`src/shared/ptc_pkg.sv`:
```
// Register map, field layout and state types for the timer compare block
package ptc_pkg;

  // I/O addresses
  localparam logic [5:0] ADDR_DT    = 6'h24;
  localparam logic [5:0] ADDR_FLAGS = 6'h38;
  localparam logic [5:0] ADDR_MASK  = 6'h39;
  localparam logic [5:0] ADDR_CMP_D = 6'h2e;
  localparam logic [5:0] ADDR_HB    = 6'h2f;

  // Reset values
  localparam logic [7:0] RST_BYTE = 8'h00;
  localparam logic [9:0] RST_CMP  = 10'h000;
  localparam logic [1:0] RST_HB   = 2'h0;

  // Flag index inside the block, and bit position in flag and mask bytes
  localparam int NUM_FLAGS = 4;
  localparam int IDX_OV    = 0;
  localparam int IDX_B     = 1;
  localparam int IDX_A     = 2;
  localparam int IDX_D     = 3;
  localparam logic [2:0] POS_OV = 3'h2;
  localparam logic [2:0] POS_B  = 3'h5;
  localparam logic [2:0] POS_A  = 3'h6;
  localparam logic [2:0] POS_D  = 3'h7;

  // Dead-time fields
  localparam int DT_W      = 4;
  localparam int DT_HI_LSB = 4;
  localparam int DT_LO_LSB = 0;

  // Wave mode bit that selects overflow at BOTTOM in PWM
  localparam int WAVE_DUAL_BIT = 0;

  // Complementary output channels
  localparam int NUM_PWM = 3;

  // Match to flag synchronisation delay, in clock cycles
  localparam int SYNC_CYC = 1;

  typedef enum logic [1:0] {
    DT_LO_ON,
    DT_WAIT_HI,
    DT_HI_ON,
    DT_WAIT_LO
  } ptc_dt_state_e;

endpackage : ptc_pkg

```
`src/shared/ptc_dt_if.sv`:
```
// Carrier between the register block and one dead-time generator
`timescale 1ns/1ps
`default_nettype none

interface ptc_dt_if;
  logic       tick;
  logic [3:0] dt_hi;
  logic [3:0] dt_lo;
  logic       pwm_in;
  logic       out_hi;
  logic       out_lo;

  modport ctl (output tick, output dt_hi, output dt_lo, output pwm_in,
               input out_hi, input out_lo);
  modport gen (input tick, input dt_hi, input dt_lo, input pwm_in,
               output out_hi, output out_lo);
endinterface : ptc_dt_if

`default_nettype wire

```
`src/hw/ptc_dead_time.sv`:
```
// Dead-time generator for one complementary output pair
`timescale 1ns/1ps
`default_nettype none

module ptc_dead_time
  import ptc_pkg::*;
(
  // Clock and reset
  input  wire logic ref_clk,
  input  wire logic rst_n,
  // Settings, level and pair
  ptc_dt_if.gen     dt
);

  ptc_dt_state_e  st_ff;
  logic [DT_W-1:0] cnt_ff;

  // Rising side waits its own count of timer ticks
  always_ff @(posedge ref_clk or negedge rst_n) begin
    if (!rst_n) begin
      st_ff     <= DT_WAIT_LO;
      cnt_ff    <= '0;
      dt.out_hi <= 1'b0;
      dt.out_lo <= 1'b0;
    end else begin
      case (st_ff)
        DT_LO_ON: begin
          if (dt.pwm_in) begin
            dt.out_lo <= 1'b0;
            cnt_ff    <= dt.dt_hi;
            st_ff     <= DT_WAIT_HI;
          end
        end
        DT_WAIT_HI: begin
          if (!dt.pwm_in) begin
            cnt_ff <= dt.dt_lo;
            st_ff  <= DT_WAIT_LO;
          end else if (cnt_ff == '0) begin
            dt.out_hi <= 1'b1;
            st_ff     <= DT_HI_ON;
          end else if (dt.tick) begin
            cnt_ff <= cnt_ff - 1'b1;
          end
        end
        DT_HI_ON: begin
          if (!dt.pwm_in) begin
            dt.out_hi <= 1'b0;
            cnt_ff    <= dt.dt_lo;
            st_ff     <= DT_WAIT_LO;
          end
        end
        DT_WAIT_LO: begin
          if (dt.pwm_in) begin
            cnt_ff <= dt.dt_hi;
            st_ff  <= DT_WAIT_HI;
          end else if (cnt_ff == '0) begin
            dt.out_lo <= 1'b1;
            st_ff     <= DT_LO_ON;
          end else if (dt.tick) begin
            cnt_ff <= cnt_ff - 1'b1;
          end
        end
        default: begin
          st_ff <= DT_WAIT_LO;
        end
      endcase
    end
  end
endmodule : ptc_dead_time

`default_nettype wire

```
`src/hw/ptc_timer_irq.sv`:
```
// Compare channel D, interrupt mask and flags, dead-time values and pairs
`timescale 1ns/1ps
`default_nettype none

// Functional notes
// - Channel D compare value is readable, writable, compared on every timer clock.
// - Match D counts only when the counter steps onto the value.
// - Software making counter and compare D equal gives no match.
// - Match D sets flag bit 7 after one sync cycle.
// - Request D when mask bit 7, global enable and flag D set.
// - Request A when mask bit 6, global enable and flag A set.
// - Request B when mask bit 5, global enable and flag B set.
// - Request overflow when mask bit 2, global enable and flag set.
// - Matches on A and B set flag bits 6 and 5.
// - Executing a vector clears its flag.
// - Writing one clears a flag one cycle later; zero leaves it.
// - Normal and fast PWM set overflow when counter wraps TOP to BOTTOM.
// - Dual-slope PWM sets overflow when zero is loaded at BOTTOM.
// - Dead-time byte: bits 7:4 high side, bits 3:0 low side.
// - Each dead time counts 0 to 15 timer ticks before rising.
// - One pair of dead-time settings serves every output channel.
// - Mask, flags, dead-time and compare D reset to zero.
// - Upper two bits of 10-bit accesses pass the shared staging register.
// - Match on the top compare value clears the counter.
module ptc_timer_irq
  import ptc_pkg::*;
(
  // Clock and reset
  input  wire logic       ref_clk,
  input  wire logic       rst_n,
  // CPU I/O register port
  input  wire logic [5:0] io_addr,
  input  wire logic       io_wr,
  input  wire logic       io_rd,
  input  wire logic [7:0] io_wdata,
  output logic      [7:0] io_rdata,
  // CPU interrupt side
  input  wire logic       cpu_irq_enable,
  input  wire logic [3:0] vec_ack,
  output logic      [3:0] irq_req,
  // Counter core
  input  wire logic       tmr_tick,
  input  wire logic       count_step,
  input  wire logic [9:0] counter_value,
  input  wire logic [9:0] compare_value_a,
  input  wire logic [9:0] compare_value_b,
  input  wire logic [9:0] top_compare_value,
  input  wire logic       pwm_enable,
  input  wire logic [1:0] wave_mode,
  input  wire logic       top_wrap,
  input  wire logic       bottom_load,
  output logic            top_clear,
  output logic      [9:0] compare_value_d,
  // Complementary output pairs
  input  wire logic [2:0] pwm_level,
  output wire logic [2:0] pwm_pair_hi,
  output wire logic [2:0] pwm_pair_lo
);

  logic [7:0] rdata_ff;
  logic [7:0] nxt_rdata;
  logic [7:0] mask_ff;
  logic [7:0] dt_ff;
  logic [9:0] cmp_d_ff;
  logic [1:0] hb_ff;
  logic [3:0] flg_ff;
  logic [3:0] clr_pend_ff;
  logic [3:0] mt_ff;
  logic [3:0] irq_ff;
  logic       top_clr_ff;
  logic       ovf_now;
  logic       wr_flags;
  logic       wr_cmp;
  logic       rd_cmp;
  wire  [3:0] mt_now;
  wire  [3:0] set_ev;
  wire  [3:0] nxt_flg;
  wire  [9:0] cmp_val [NUM_FLAGS];

  // Bit position of a flag in the flag and mask bytes
  function automatic logic [2:0] flag_pos(input int idx);
    case (idx)
      IDX_D:   flag_pos = POS_D;
      IDX_A:   flag_pos = POS_A;
      IDX_B:   flag_pos = POS_B;
      default: flag_pos = POS_OV;
    endcase
  endfunction : flag_pos

  // Flag byte as software reads it; other bits read zero
  function automatic logic [7:0] flag_byte(input logic [3:0] f);
    flag_byte = 8'h00;
    for (int i = 0; i < NUM_FLAGS; i++) begin
      flag_byte[flag_pos(i)] = f[i];
    end
  endfunction : flag_byte

  assign io_rdata        = rdata_ff;
  assign irq_req         = irq_ff;
  assign top_clear       = top_clr_ff;
  assign compare_value_d = cmp_d_ff;

  assign wr_flags = io_wr && (io_addr == ADDR_FLAGS);
  assign wr_cmp   = io_wr && (io_addr == ADDR_CMP_D);
  assign rd_cmp   = io_rd && (io_addr == ADDR_CMP_D);

  // Overflow point depends on the waveform mode
  always_comb begin
    if (pwm_enable && wave_mode[WAVE_DUAL_BIT]) begin
      ovf_now = bottom_load;
    end else begin
      ovf_now = top_wrap;
    end
  end

  assign cmp_val[IDX_OV] = top_compare_value;
  assign cmp_val[IDX_B]  = compare_value_b;
  assign cmp_val[IDX_A]  = compare_value_a;
  assign cmp_val[IDX_D]  = cmp_d_ff;

  // Only a counting step can land on a compare value
  generate
    for (genvar i = 0; i < NUM_FLAGS; i++) begin : g_match
      assign mt_now[i] = count_step && (counter_value == cmp_val[i]);
    end
  endgenerate

  // Matches pass the sync stage, overflow sets directly
  assign set_ev = {mt_ff[IDX_D], mt_ff[IDX_A], mt_ff[IDX_B], ovf_now};

  generate
    for (genvar i = 0; i < NUM_FLAGS; i++) begin : g_flag
      // Set wins over write-one and vector clears
      assign nxt_flg[i] = set_ev[i] || (flg_ff[i] && !clr_pend_ff[i] && !vec_ack[i]);
    end
  endgenerate

  // Match sync stage and top clear
  always_ff @(posedge ref_clk or negedge rst_n) begin
    if (!rst_n) begin
      mt_ff      <= 4'h0;
      top_clr_ff <= 1'b0;
    end else begin
      mt_ff      <= mt_now;
      top_clr_ff <= mt_now[IDX_OV];
    end
  end

  // Interrupt flags
  always_ff @(posedge ref_clk or negedge rst_n) begin
    if (!rst_n) begin
      flg_ff      <= 4'h0;
      clr_pend_ff <= 4'h0;
    end else begin
      flg_ff <= nxt_flg;
      for (int i = 0; i < NUM_FLAGS; i++) begin
        clr_pend_ff[i] <= wr_flags && io_wdata[flag_pos(i)];
      end
    end
  end

  // Interrupt requests gated by mask and global enable
  always_ff @(posedge ref_clk or negedge rst_n) begin
    if (!rst_n) begin
      irq_ff <= 4'h0;
    end else begin
      for (int i = 0; i < NUM_FLAGS; i++) begin
        irq_ff[i] <= flg_ff[i] && mask_ff[flag_pos(i)] && cpu_irq_enable;
      end
    end
  end

  // Mask and dead-time registers
  always_ff @(posedge ref_clk or negedge rst_n) begin
    if (!rst_n) begin
      mask_ff <= RST_BYTE;
      dt_ff   <= RST_BYTE;
    end else if (io_wr) begin
      if (io_addr == ADDR_MASK) begin
        mask_ff <= io_wdata;
      end
      if (io_addr == ADDR_DT) begin
        dt_ff <= io_wdata;
      end
    end
  end

  // Compare D and the shared high-byte staging register
  always_ff @(posedge ref_clk or negedge rst_n) begin
    if (!rst_n) begin
      cmp_d_ff <= RST_CMP;
      hb_ff    <= RST_HB;
    end else begin
      if (wr_cmp) begin
        cmp_d_ff <= {hb_ff, io_wdata};
      end
      if (io_wr && (io_addr == ADDR_HB)) begin
        hb_ff <= io_wdata[1:0];
      end else if (rd_cmp) begin
        hb_ff <= cmp_d_ff[9:8];
      end
    end
  end

  // Read data mux; unmapped reads return zero
  always_comb begin
    nxt_rdata = 8'h00;
    case (io_addr)
      ADDR_DT:    nxt_rdata = dt_ff;
      ADDR_FLAGS: nxt_rdata = flag_byte(flg_ff);
      ADDR_MASK:  nxt_rdata = mask_ff;
      ADDR_CMP_D: nxt_rdata = cmp_d_ff[7:0];
      ADDR_HB:    nxt_rdata = {6'h00, hb_ff};
      default:    nxt_rdata = 8'h00;
    endcase
  end

  always_ff @(posedge ref_clk or negedge rst_n) begin
    if (!rst_n) begin
      rdata_ff <= RST_BYTE;
    end else if (io_rd) begin
      rdata_ff <= nxt_rdata;
    end
  end

  // One dead-time generator per channel, all on the same settings
  generate
    for (genvar c = 0; c < NUM_PWM; c++) begin : g_dt
      ptc_dt_if dti ();
      assign dti.tick       = tmr_tick;
      assign dti.dt_hi      = dt_ff[DT_HI_LSB +: DT_W];
      assign dti.dt_lo      = dt_ff[DT_LO_LSB +: DT_W];
      assign dti.pwm_in     = pwm_level[c];
      assign pwm_pair_hi[c] = dti.out_hi;
      assign pwm_pair_lo[c] = dti.out_lo;
      ptc_dead_time u_dt (
        .ref_clk (ref_clk),
        .rst_n   (rst_n),
        .dt      (dti.gen)
      );
    end
  endgenerate
endmodule : ptc_timer_irq

`default_nettype wire

```
`config.mk`:
```
export PLATFORM = sky130hd
export DESIGN_NAME = ptc_timer_irq
export DESIGN_NICKNAME = d
export VERILOG_FILES = /design/src/shared/ptc_pkg.sv /design/src/shared/ptc_dt_if.sv /design/src/hw/ptc_dead_time.sv /design/src/hw/ptc_timer_irq.sv
export SDC_FILE = /design/constraint.sdc
export NUM_CORES = 1
export LEC_CHECK = 0
export BUFFER_PORTS_ARGS = -buffer_cell sky130_fd_sc_hd__buf_2
export CAP_MARGIN = 20
export CORE_ASPECT_RATIO = 0.6
export CORE_MARGIN = 2
export CORE_UTILIZATION = 55
export CTS_CLUSTER_SIZE = 30
export DETAILED_ROUTE_END_ITERATION = 6
export PLACE_DENSITY = 0.8
export SKIP_CTS_REPAIR_TIMING = 1
export SYNTH_ARGS = -nofsm -noshare
export SYNTH_HDL_FRONTEND = slang
export SYNTH_HIERARCHICAL = 1
export SYNTH_SLANG_ARGS = --single-unit
```
`constraint.sdc`:
```
create_clock -name ref_clk -period 2.25 [get_ports ref_clk]
set_clock_uncertainty 0.05 [all_clocks]
set_input_delay 0.45 -clock ref_clk [delete_from_list [all_inputs] [get_ports ref_clk]]
set_output_delay 0.45 -clock ref_clk [all_outputs]
set_load 0.1 [all_outputs]
```
After elaboration in Yosys (flattened, before gate mapping). Cells that the tools add are included.

Flip-flop bits (word level): 77. Bits of input ports: 73. Output and inout port bits: 29. Word-level logic and storage cells: 230.

Add/subtract/negate cells: 3. $lt $le $gt $ge: 8. Equality and inequality tests: 42. Muxes and demuxes: 82. Bitwise operators: 1. Reductions and logical operators: 72.

Operator list (count): 2-to-1 mux 4 bit (18); one-hot mux 4 bit (4 select lines) (3); equality test 10 bit (4); 2-to-1 mux 2 bit (20); one-hot mux 8 bit (5 select lines) (1); AND reduction 4 bit (9); logical AND 1 bit (33); equality test 6 bit (second input constant) (5); bitwise mux 8 bit (3); != test 2 bit (second input constant) (12); one-hot mux 2 bit (4 select lines) (3); 2-to-1 mux 1 bit (20); != test 3 x 2 -> 1 bit (second input constant) (6); < comparator 3 x 4 -> 1 bit (second input constant) (4); nonzero test 2 bit (7); demux 1 bit (select 3 bit) (4); equality test 2 bit (second input constant) (6); >= comparator 3 x 1 -> 1 bit (second input constant) (4); zero test 4 bit (3); 2-to-1 mux 3 bit (4); != test 2 x 1 -> 1 bit (second input constant) (6); one-hot mux 1 bit (2 select lines) (6); subtractor 4 x 1 -> 4 bit (second input constant) (3); AND reduction 2 bit (5); 5 further kinds (19).

Depth between registers and ports, before layout. Gate-level depths: netlist (run 1).

Word-level depth: 11. Depth in mapped cells: 7. Gate-level depth less buffers: 6.

Cells and area by module. The synthesis (run 1) kept the hierarchy.

By module, submodules not included: ptc_timer_irq (times used 1, cells an instance 238, area each 2805.2 sq um, sequential area each 1301.2 sq um); ptc_dead_time (g_dt[0].u_dt ...) (times used 2, cells an instance 75, area each 664.4 sq um, sequential area each 202.7 sq um); ptc_dead_time (g_dt[2].u_dt) (times used 1, cells an instance 77, area each 698.2 sq um, sequential area each 202.7 sq um).

Worst setup path after synthesis (run 1). Ideal clock, no wire load.

Path type: register to register. From: register g_dt[2].u_dt.st_ff[0]. To: register g_dt[2].u_dt.cnt_ff[1]. Library setup time: 0.131 ns. Data arrival time: 1.589 ns. Required time: 2.069 ns. Setup slack: 0.480 ns. Cell stages (with the launch flop): 8. Buffers on the path: 1. Period minus slack after synthesis: 1.770 ns. Cells stage by stage: dfstp_2 > inv_1 > ha_1 > buf_2 > or2_2 > a21oi_1 > a2bb2oi_1 > a221oi_2.

Longest elaborated chain between the ends: 3. Elaborated cells between the ends (all ways): 8. Classes of those cells: eq/ne (5); mux (1); reduce/logical (2).

RTL lines: start, declared (RTL line ptc_dead_time.sv:15) `ptc_dt_state_e st_ff;`; start signal, assigned (RTL line ptc_dead_time.sv:21) `st_ff <= DT_WAIT_LO;`; start signal, assigned (RTL line ptc_dead_time.sv:31) `st_ff <= DT_WAIT_HI;`; start signal, assigned (RTL line ptc_dead_time.sv:37) `st_ff <= DT_WAIT_LO;`; equality test 2 bit or zero test 2 bit (tied branches) (RTL line ptc_dead_time.sv:26) `case (st_ff)`; != test 2 bit (no source line); AND reduction 2 bit (no source line); end signal, assigned (RTL line ptc_dead_time.sv:30) `cnt_ff <= dt.dt_hi;`; end signal, assigned (RTL line ptc_dead_time.sv:36) `cnt_ff <= dt.dt_lo;`; end signal, assigned (RTL line ptc_dead_time.sv:42) `cnt_ff <= cnt_ff - 1'b1;`; end, declared (RTL line ptc_dead_time.sv:16) `logic [DT_W-1:0] cnt_ff;`.

Parallel ways exist; a longest one is shown, timed or not. A chain may end at the register's enable or synchronous reset.

Worst setup path after layout (run 1). Ends and elaborated chain as after synthesis.

==> reports/results.ini, run 1 <==
[synth]
synthFlopType=dfrtp_1
synth-edff-count=0
async_flop_share_pct=100.0
yosys-top-cells-area=dfrtp_1 (36%), xnor2_1 (7.3%), mux2_4 (5.9%)
synth_warnings=6
ys_seq_area_share_pct=39.51
synth_commonest_cells=dfrtp_1 (70), xnor2_1 (40), a21oi_1 (23)
ys_seq_elements=76
yosysTopAreaCell=dfrtp_1
syn_avg_cell_area_um2=10.39
synth_top_area_share_pct=36.25
synth_most_common_cell=dfrtp_1
syn_nets=553
synthDistinctLibCells=58
synth_area_um2=4832
synth_cells=465

[timing]
finalSetupTns_ns=0
rsz0062_at_grt=false
fin_ws_ns=0.3071
fin_crit_ns=1.943
tightest_slew_ns=0.5238
finalHoldViolCount=0
fmax_mhz=514.7
relSlewSlack_pct=64.87
period_share_pct=86.35
slew_violations=0
setup_viol=0

[route]
dr.pass1.iters=5
drt_iter0_drc=406
routedWlPerCell_um=19.15
ant_nets=0
drc=0
via_per_inst=6.093
routed_wl_um=12830
vias=4082

[finish]
fin_nets=641
multi_input_area_um2=2671
regArea_um2=1909
drive_above_1_share_pct=34.41
diodes=0
area_growth_pct=18.00
num-fill-cells=648

[floorplanning]
fp-row-count=26
core_um2=8523
die_area_um2=9576
die_y_um=76.61
dieWidth_um=125.0
start_util_pct=56.69
io_pins=102

[global_route]
grt_pass1_vias=3844
grt_pass1_wl_um=20200
grt_antenna_before_repair=0
grt_use_total_pct=26.85
grt_start_max_net_pins=77
gr-total-overflow=0

[clocking]
numCtsBuffers=9
cts-root-buf=clkbuf_16
clockBufferDepth=2
htreeDepth=3
cts.clk_slew.worst_paths_ns=0.07
insertion_delay_ns=0.34
cts_tree=yes
clkSinkCount=76

[placement]
dpl_worst_slack_ns=0.3608
dpl.hpwl_um=9500
gp_congestion=0.9340
port-buffer-count=100

[run]
max-cap-violations=0

[run_status]
status=finished, final reports clean

[pwr]
power_density_nw_per_um2=1155
pwr-share-comb_pct=45.3
p_clk_share_pct=24.5
p_sw_mw=2.675
p_seq_share_pct=30.1
p_leak_nw=2.744
worst_ir_drop_vdd_mv=0.7866
switching_share_pct=40.63
p_int_mw=3.910

[setup_path]
critPathKind=reg -> reg
cp.arrival_ns=2.12
ff2ff_setup_slack_ns=0.31
rr_worst_depth=6
timing.rr.start=g_dt[2].u_dt/st_ff[0]
cp_max_fo=9
start_kind=flop
r2r-end=g_dt[2].u_dt/cnt_ff[1]
crit_path_end_kind=flop
required_ns=2.42

[worst_hold_path]
hold_path_class=in -> async

-- metal layers --
layer / global-route usage [%] / vias to the layer above / part of all wire (%)
met5: 0 / - / 0
met4: 7.667 / 0 / 1.2
met3: 6.742 / 16 / 8.2
met2: 40.54 / 213 / 46
met1: 38.46 / 1993 / 45
li1: - / 1860 / -
-- cell usage in the layout, fill, tap and decap left out, types with 8 or more instances in the layout --
master	n
buf_2	99
dfrtp_1	70
xnor2_1	40
a21oi_1	23
inv_1	22
mux2_2	21
mux2_4	19
nand2_1	17
a31oi_1	16
ha_1	15
nor2_1	13
o22ai_1	13
o21ai_0	12
nand4_1	11
and3_1	10
nor3_1	9
clkbuf_16	9
nand2_2	8
nor2b_1	8
a22oi_1	8
-- through the flow --
| step | instance area, um2 | util, % | hold WS, ns | std cells | total power, mW |
|---|---|---|---|---|---|
| detailed placement | 5371 | 63.02 | 0.3624 | 654 | 4.924 |
| floorplan | 4832 | - | 0.1044 | 465 | 4.311 |
| finish | 5702 | 66.90 | 0.03222 | 670 | 6.586 |
| CTS | 5702 | 66.90 | 0.07839 | 670 | 6.566 |
| global route | 5702 | 66.90 | 0.07924 | 670 | 6.942 |
| global placement | 5371 | 63.02 | 0.3573 | 654 | 4.790 |
-- worst max-delay path by stage --
stage,start,end,slack (ns)
final,g_dt[2].u_dt/st_ff[0],g_dt[2].u_dt/cnt_ff[1],0.31
after global routing,g_dt[2].u_dt/st_ff[0],g_dt[2].u_dt/cnt_ff[1],0.20
after CTS,g_dt[2].u_dt/st_ff[0],g_dt[2].u_dt/cnt_ff[1],0.33
after floorplan,g_dt[2].u_dt/st_ff[0],g_dt[2].u_dt/cnt_ff[1],0.48
after global placement,io_addr[1],mask_ff[1],0.40
after detailed placement,io_addr[0],io_rdata[6],0.36
-- cell families after synthesis --
logic type / after synthesis / share of synthesized area [%]
AOI/OAI and AO/OA: 111 / 15.95
xor gates and xnor gates: 43 / 7.794
adders and majority gates: 15 / 3.884
buffers and inverters: 54 / 5.205
DFF: 76 / 39.51
muxes: 48 / 12.51
and+or+nand+nor: 118 / 15.15
-- critical path, stage by stage, from the launching register on --
cell and delay (ns):
dfstp_2 0.57, inv_1 0.07, ha_1 0.31, or2_2 0.35, a21oi_1 0.15, a2bb2oi_1 0.23, a221oi_2 0.09
-- final cells by class --
cell class | count | share of cell area [%]
Clock buffer | 9 | 3.950
Clock inverter | 7 | 1.843
Inverter | 26 | 1.712
Multi-Input combinational cell | 335 | 46.85
Tap cell | 112 | 2.458
Sequential cell | 76 | 33.49
Timing Repair Buffer | 105 | 9.699
-- state kept, by name (all words and copies together) (netlist names) --
| signal | count |
|---|---|
| g_dt.u_dt/cnt_ff | 12 |
| g_dt.u_dt/st_ff | 6 |
| flg_ff | 4 |
| mask_ff | 8 |
| g_dt.u_dt/dt.out_lo | 3 |
| clr_pend_ff | 4 |
| io_rdata | 8 |
| irq_req | 4 |
| mt_ff | 4 |
| g_dt.u_dt/dt.out_hi | 3 |
| dt_ff | 8 |
| compare_value_d | 10 |
| hb_ff | 2 |
-- power by group through the flow --
stage | combinational (mW) | sequential [mW] | clock [mW]
final | 2.98 | 1.99 | 1.62
after global placement | 2.82 | 1.97 | 0
after detailed placement | 2.93 | 2.00 | 0
after global routing | 3.21 | 2.02 | 1.71
after floorplan | 2.24 | 2.07 | 0
after CTS | 2.95 | 1.98 | 1.64
No activity file was read; power rests on OpenSTA's default activity.
==> run 2, diff against run 1 <==
--- a/config.mk
+++ b/config.mk
@@ -5,7 +5,7 @@
 export SDC_FILE = /design/constraint.sdc
 export NUM_CORES = 1
 export LEC_CHECK = 0
-export BUFFER_PORTS_ARGS = -buffer_cell sky130_fd_sc_hd__buf_2
+export BUFFER_PORTS_ARGS = -buffer_cell sky130_fd_sc_hd__buf_4
 export CAP_MARGIN = 20
 export CORE_ASPECT_RATIO = 0.6
 export CORE_MARGIN = 2
==> reports/results.ini, run 2 (synthesis gave the netlist of run 1 again) <==
[global_route]
grt_use_total_pct=27.93  ; +1.1 points
grt_pass1_vias=3917  ; +1.9%
gr-total-overflow=0  ; unchanged
grt_start_max_net_pins=42  ; -45%
grt_pass1_wl_um=20910  ; +3.5%
grt_antenna_before_repair=0  ; unchanged

[run]
max-cap-violations=0  ; unchanged

[finish]
final_cells=671  ; +0.15%
largest-register=g_dt.u_dt/cnt_ff
area_growth_pct=22.01
largest_register_ffs=12  ; unchanged
fin_nets=642  ; +0.16%
final_common_cell=buf_4
final_cell_mix=buf_4 (106), dfrtp_1 (70), xnor2_1 (40), a21oi_1 (23), inv_1 (22)
drive_above_1_share_pct=34.53  ; +0.12 points
num-fill-cells=636  ; -1.9%
diodes=0  ; unchanged

[setup_path]
rr_worst_depth=5  ; -1
r2r-end=g_dt[1].u_dt/st_ff[0]
required_ns=2.47  ; +0.05 ns
cp.arrival_ns=2.18  ; +0.06 ns
cp_num_buf_inv=1  ; unchanged
timing.rr.start=g_dt[1].u_dt/st_ff[0]
cp_cell_sequence=inv_1 > ha_1 > mux2i_1 > nand2_2 > mux2_4
cp_max_fo=10  ; +1
critPathKind=reg -> reg
crit_path_end_kind=flop
path_delay_family=multiplexers
crit_start=g_dt[1].u_dt/st_ff[0]
start_kind=flop
ff2ff_setup_slack_ns=0.28  ; -0.02 ns
critPathSlowestCell=dfstp_2
max_stage_delay_ns=0.56  ; about the same

[run_status]
status=finished, final reports clean

[pwr]
worst_ir_drop_vdd_mv=0.8255  ; +5.0%
power_density_nw_per_um2=1087  ; -5.9%
p_leak_nw=2.793  ; +1.8%

[timing]
period_share_pct=87.38  ; +1.0 points
fin_crit_ns=1.966  ; +0.02322 ns
rsz0062_at_grt=false
fmax_mhz=508.6  ; -1.2%
worst_hold_slack_ns=0.03623  ; +0.004016 ns
fin_ws_ns=0.2839  ; -0.02322 ns
relSlewSlack_pct=62.40  ; -2.5 points
finalSetupTns_ns=0  ; unchanged
slew_violations=0  ; unchanged
finalHoldViolCount=0  ; unchanged
tightest_slew_ns=0.5640  ; +0.04027 ns
setup_viol=0  ; unchanged

[clocking]
clockBufferDepth=2  ; unchanged
cts-root-buf=clkbuf_16
insertion_delay_ns=0.35  ; about the same
numCtsBuffers=9  ; unchanged
htreeDepth=3  ; unchanged
cts.clk_slew.worst_paths_ns=0.06  ; about the same
clkSinkCount=76  ; unchanged
cts_tree=yes

[floorplanning]
die_area_um2=9576  ; unchanged
io_pins=102  ; unchanged
fp-row-count=26  ; unchanged
dieWidth_um=125.0  ; unchanged
start_util_pct=56.69  ; unchanged
core_um2=8523  ; unchanged
die_y_um=76.61  ; unchanged

[placement]
dpl.hpwl_um=9983  ; +5.1%
post-place-cells=655  ; +0.15%
dpl_worst_slack_ns=0.3008  ; -0.05997 ns
gp_congestion=0.9143  ; -2.1%
port-buffer-count=100  ; unchanged

[route]
drc=0  ; unchanged
routedWlPerCell_um=19.59  ; +2.3%
routed_wl_um=13140  ; +2.4%
ant_nets=0  ; unchanged
dr.pass1.iters=5  ; unchanged
vias=4080  ; -0.049%
via_per_inst=6.080  ; -0.20%
drt_iter0_drc=312  ; -23%

[worst_hold_path]
hold_path_class=in -> async

run 2: changes by cell type in the layout (fill, tap and decap cells not counted):
| cell | previous run | this run |
|---|---|---|
| clkinv_2 | 0 | 1 |
| buf_2 | 99 | 0 |
| buf_12 | 1 | 0 |
| inv_8 | 1 | 0 |
| inv_6 | 3 | 4 |
| clkinv_4 | 0 | 1 |
| bufinv_16 | 2 | 0 |
| buf_4 | 5 | 106 |
run 2: worst max path at each step:
stage	cells past startpoint	to	slack, ns
finish	5	g_dt[1].u_dt/st_ff[0]	0.28
global route	5	g_dt[1].u_dt/st_ff[0]	0.17
CTS	5	g_dt[1].u_dt/st_ff[0]	0.29
detailed placement	5	g_dt[1].u_dt/st_ff[0]	0.30
global placement	5	g_dt[1].u_dt/st_ff[0]	0.35
floorplan	7	g_dt[2].u_dt/cnt_ff[1]	0.48
run 2: cell type report:
| type | count | area, um2 | area share, % |
|---|---|---|---|
| Clock buffer | 9 | 225.2 | 3.820 |
| Clock inverter | 7 | 56.30 | 0.9550 |
| Inverter | 26 | 97.59 | 1.655 |
| Multi-Input combinational cell | 335 | 2671 | 45.31 |
| Sequential cell | 76 | 1909 | 32.39 |
| Tap cell | 112 | 140.1 | 2.377 |
| Timing Repair Buffer | 106 | 795.8 | 13.50 |
run 2: routing by layer:
metal  GRT usage (%)  wire length [um]  part of all wire, %
met1           40.99              6105                   46
met2           40.54              5747                   44
met3           8.357              1112                  8.5
met4           6.556               177                  1.3
met5               0                 0                    0
run 2: power breakdown:
| group | internal, mW | total, mW | switching [mW] |
|---|---|---|---|
| logic | 1.30 | 3.02 | 1.73 |
| registers | 1.68 | 1.99 | 0.314 |
| clock network | 0.762 | 1.39 | 0.632 |
| total | 3.74 | 6.41 | 2.67 |
run 2: per-stage QoR:
stage,util [%],total power [mW],cell area (um2)
2_1_floorplan,-,4.311,4832
3_3_place_gp,65.87,4.862,5614
3_5_place_dp,65.87,4.983,5614
4_1_cts,69.17,6.390,5896
5_1_grt,69.17,6.789,5896
6_report,69.17,6.410,5896
==> run 3, diff against run 2 <==
--- a/config.mk
+++ b/config.mk
@@ -5,6 +5,7 @@
 export SDC_FILE = /design/constraint.sdc
 export NUM_CORES = 1
 export LEC_CHECK = 0
+export ABC_AREA = 1
 export BUFFER_PORTS_ARGS = -buffer_cell sky130_fd_sc_hd__buf_4
 export CAP_MARGIN = 20
 export CORE_ASPECT_RATIO = 0.6
==> reports/results.ini, run 3 <==
[run_status]
status=finished, final reports clean

[floorplanning]
fp-row-count=26  ; unchanged
core_um2=8523  ; unchanged
io_pins=102  ; unchanged
start_util_pct=56.59  ; -0.10 points
die_area_um2=9559  ; -0.17%
dieWidth_um=124.9  ; about the same
die_y_um=76.54  ; about the same

[synth]
synth_commonest_cells=nand2_1 (176), dfrtp_1 (70), inv_1 (70)
syn_nets=729  ; +32%
synth_most_common_cell=nand2_1
synthFlopType=dfrtp_1
yosys-top-cells-area=dfrtp_1 (36%), nand2_1 (14%), nand3_1 (6.0%)
synth_top_area_share_pct=36.32  ; +0.066 points
synth_cells=641  ; +38%
synth_warnings=6  ; unchanged
async_flop_share_pct=100.0  ; unchanged
syn_avg_cell_area_um2=7.525  ; -28%
ys_seq_area_share_pct=39.58  ; +0.072 points
synthDistinctLibCells=36  ; -38%
synth_area_um2=4823  ; -0.18%
yosysTopAreaCell=dfrtp_1
ys_seq_elements=76  ; unchanged
synth-edff-count=0  ; unchanged

[placement]
dpl.hpwl_um=10760  ; +7.8%
place_area_um2=5662  ; +0.85%
port-buffer-count=100  ; unchanged
gp_congestion=0.9521  ; +4.1%
dpl_worst_slack_ns=0.4827  ; +0.1818 ns

[global_route]
grt_pass1_wl_um=22620  ; +8.2%
gr-total-overflow=0  ; unchanged
grt_antenna_before_repair=0  ; unchanged
grt_pass1_vias=4535  ; +16%
grt_use_total_pct=29.87  ; +1.9 points
grt_start_max_net_pins=40  ; -4.8%

[setup_path]
cp_common_cell=nand2_1
cp.arrival_ns=1.87  ; -0.31 ns
cp_max_fo=4  ; -6
cp_cell_sequence=ha_1 > inv_1 > o21ai_2 > nand2_1 > o21ai_1 > nand2_1 > a21oi_1
max_stage_delay_ns=0.55  ; about the same
cp_num_buf_inv=1  ; unchanged
crit_path_end_kind=flop
start_kind=flop
required_ns=2.47  ; about the same
path_delay_family=flip-flops
rr_worst_depth=7  ; +2
r2r-end=g_dt[1].u_dt/cnt_ff[3]
critPathKind=reg -> reg
critPathSlowestCell=dfstp_2
timing.rr.start=g_dt[1].u_dt/st_ff[0]
ff2ff_setup_slack_ns=0.60  ; +0.31 ns

[finish]
fin_nets=831  ; +29%
largest-register=g_dt.u_dt/cnt_ff
largest_register_ffs=12  ; unchanged
regArea_um2=1909  ; unchanged
area_growth_pct=23.76
num-fill-cells=693  ; +9.0%
utilization_pct=70.04  ; +0.87 points
final_cell_mix=nand2_1 (176), buf_4 (106), inv_1 (70), dfrtp_1 (70), nand3_1 (58)
diodes=0  ; unchanged
final_common_cell=nand2_1
finish.instance_area_um2=5969  ; +1.3%
drive_above_1_share_pct=24.33  ; -10 points
multi_input_area_um2=2504  ; -6.3%

[route]
routed_wl_um=13750  ; +4.6%
drt_iter0_drc=368  ; +18%
via_per_inst=5.523  ; -9.2%
ant_nets=0  ; unchanged
routedWlPerCell_um=15.99  ; -18%
drc=0  ; unchanged
vias=4750  ; +16%
dr.pass1.iters=6  ; +1

[timing]
relSlewSlack_pct=64.51  ; +2.1 points
finalSetupTns_ns=0  ; unchanged
setup_viol=0  ; unchanged
fin_crit_ns=1.652  ; -0.3140 ns
finalHoldViolCount=0  ; unchanged
fin_ws_ns=0.5979  ; +0.3140 ns
period_share_pct=73.43  ; -14 points
rsz0062_at_grt=false
fmax_mhz=605.3  ; +19%
slew_violations=0  ; unchanged
tightest_slew_ns=0.5318  ; -0.03222 ns

[run]
max-cap-violations=0  ; unchanged

[pwr]
worst_ir_drop_vdd_mv=0.6092  ; -26%
power_density_nw_per_um2=1088  ; about the same
p_leak_nw=3.120  ; +12%

[clocking]
clockBufferDepth=2  ; unchanged
clkSinkCount=76  ; unchanged
cts.clk_slew.worst_paths_ns=0.06  ; about the same
insertion_delay_ns=0.34  ; about the same
cts-root-buf=clkbuf_16
htreeDepth=3  ; unchanged
cts_tree=yes
numCtsBuffers=9  ; unchanged

[worst_hold_path]
hold_path_class=in -> async

==> run 3: cell type report <==
type | count | area share (%)
Clock buffer | 9 | 3.773
Clock inverter | 7 | 1.383
Inverter | 82 | 5.240
Multi-Input combinational cell | 468 | 41.94
Sequential cell | 76 | 31.98
Tap cell | 112 | 2.348
Timing Repair Buffer | 106 | 13.33
==> run 3: cells by family (layout without fill, tap and decap cells) <==
kind of cell,count (synthesis),count (layout),share of synthesized area (%)
compound gates,113,113,14.42
fa+ha+maj,15,15,3.891
buf+inv,97,204,8.508
flops,76,76,39.58
simple gates,317,317,29.42
xor+xnor,23,23,4.176
==> run 3: report_power, final <==
group	leakage (nW)	switching (mW)	total [mW]	internal, mW
Combinational	2.00	2.05	3.00	0.949
Clock	0.145	0.616	1.49	0.876
Sequential	0.973	0.309	2.01	1.70
Total	3.12	2.97	6.50	3.52
==> run 3: worst max-delay path by stage <==
stage / from / end / slack (ns) / cells after the start
2_1_floorplan: compare_value_d[6] / mt_ff[3] / 0.61 / 6
5_1_grt: g_dt[2].u_dt/st_ff[0] / g_dt[2].u_dt/cnt_ff[0] / 0.47 / 7
4_1_cts: compare_value_d[3] / compare_value_d[3] / 0.61 / 1
3_3_place_gp: io_addr[4] / compare_value_d[1] / 0.56 / 8
3_5_place_dp: io_addr[4] / compare_value_d[7] / 0.48 / 8
6_report: g_dt[1].u_dt/st_ff[0] / g_dt[1].u_dt/cnt_ff[3] / 0.60 / 7
==> run 3: metrics by stage <==
stage               total power, mW  instances  hold WS, ns
floorplan                     4.263        641       0.1044
global placement              4.841        844       0.3665
detailed placement            4.977        844       0.3885
CTS                           6.493        860      0.04326
global route                  6.922        860      0.06656
finish                        6.496        860      0.02628
==> run 3: per-layer routing <==
layer	GRT usage, %	vias up	share of wire [%]
met1	43.94	2224	46
met2	44.32	225	43
met4	6.778	0	1.3
met3	8.006	22	10
met5	0	-	0
li1	-	2279	-
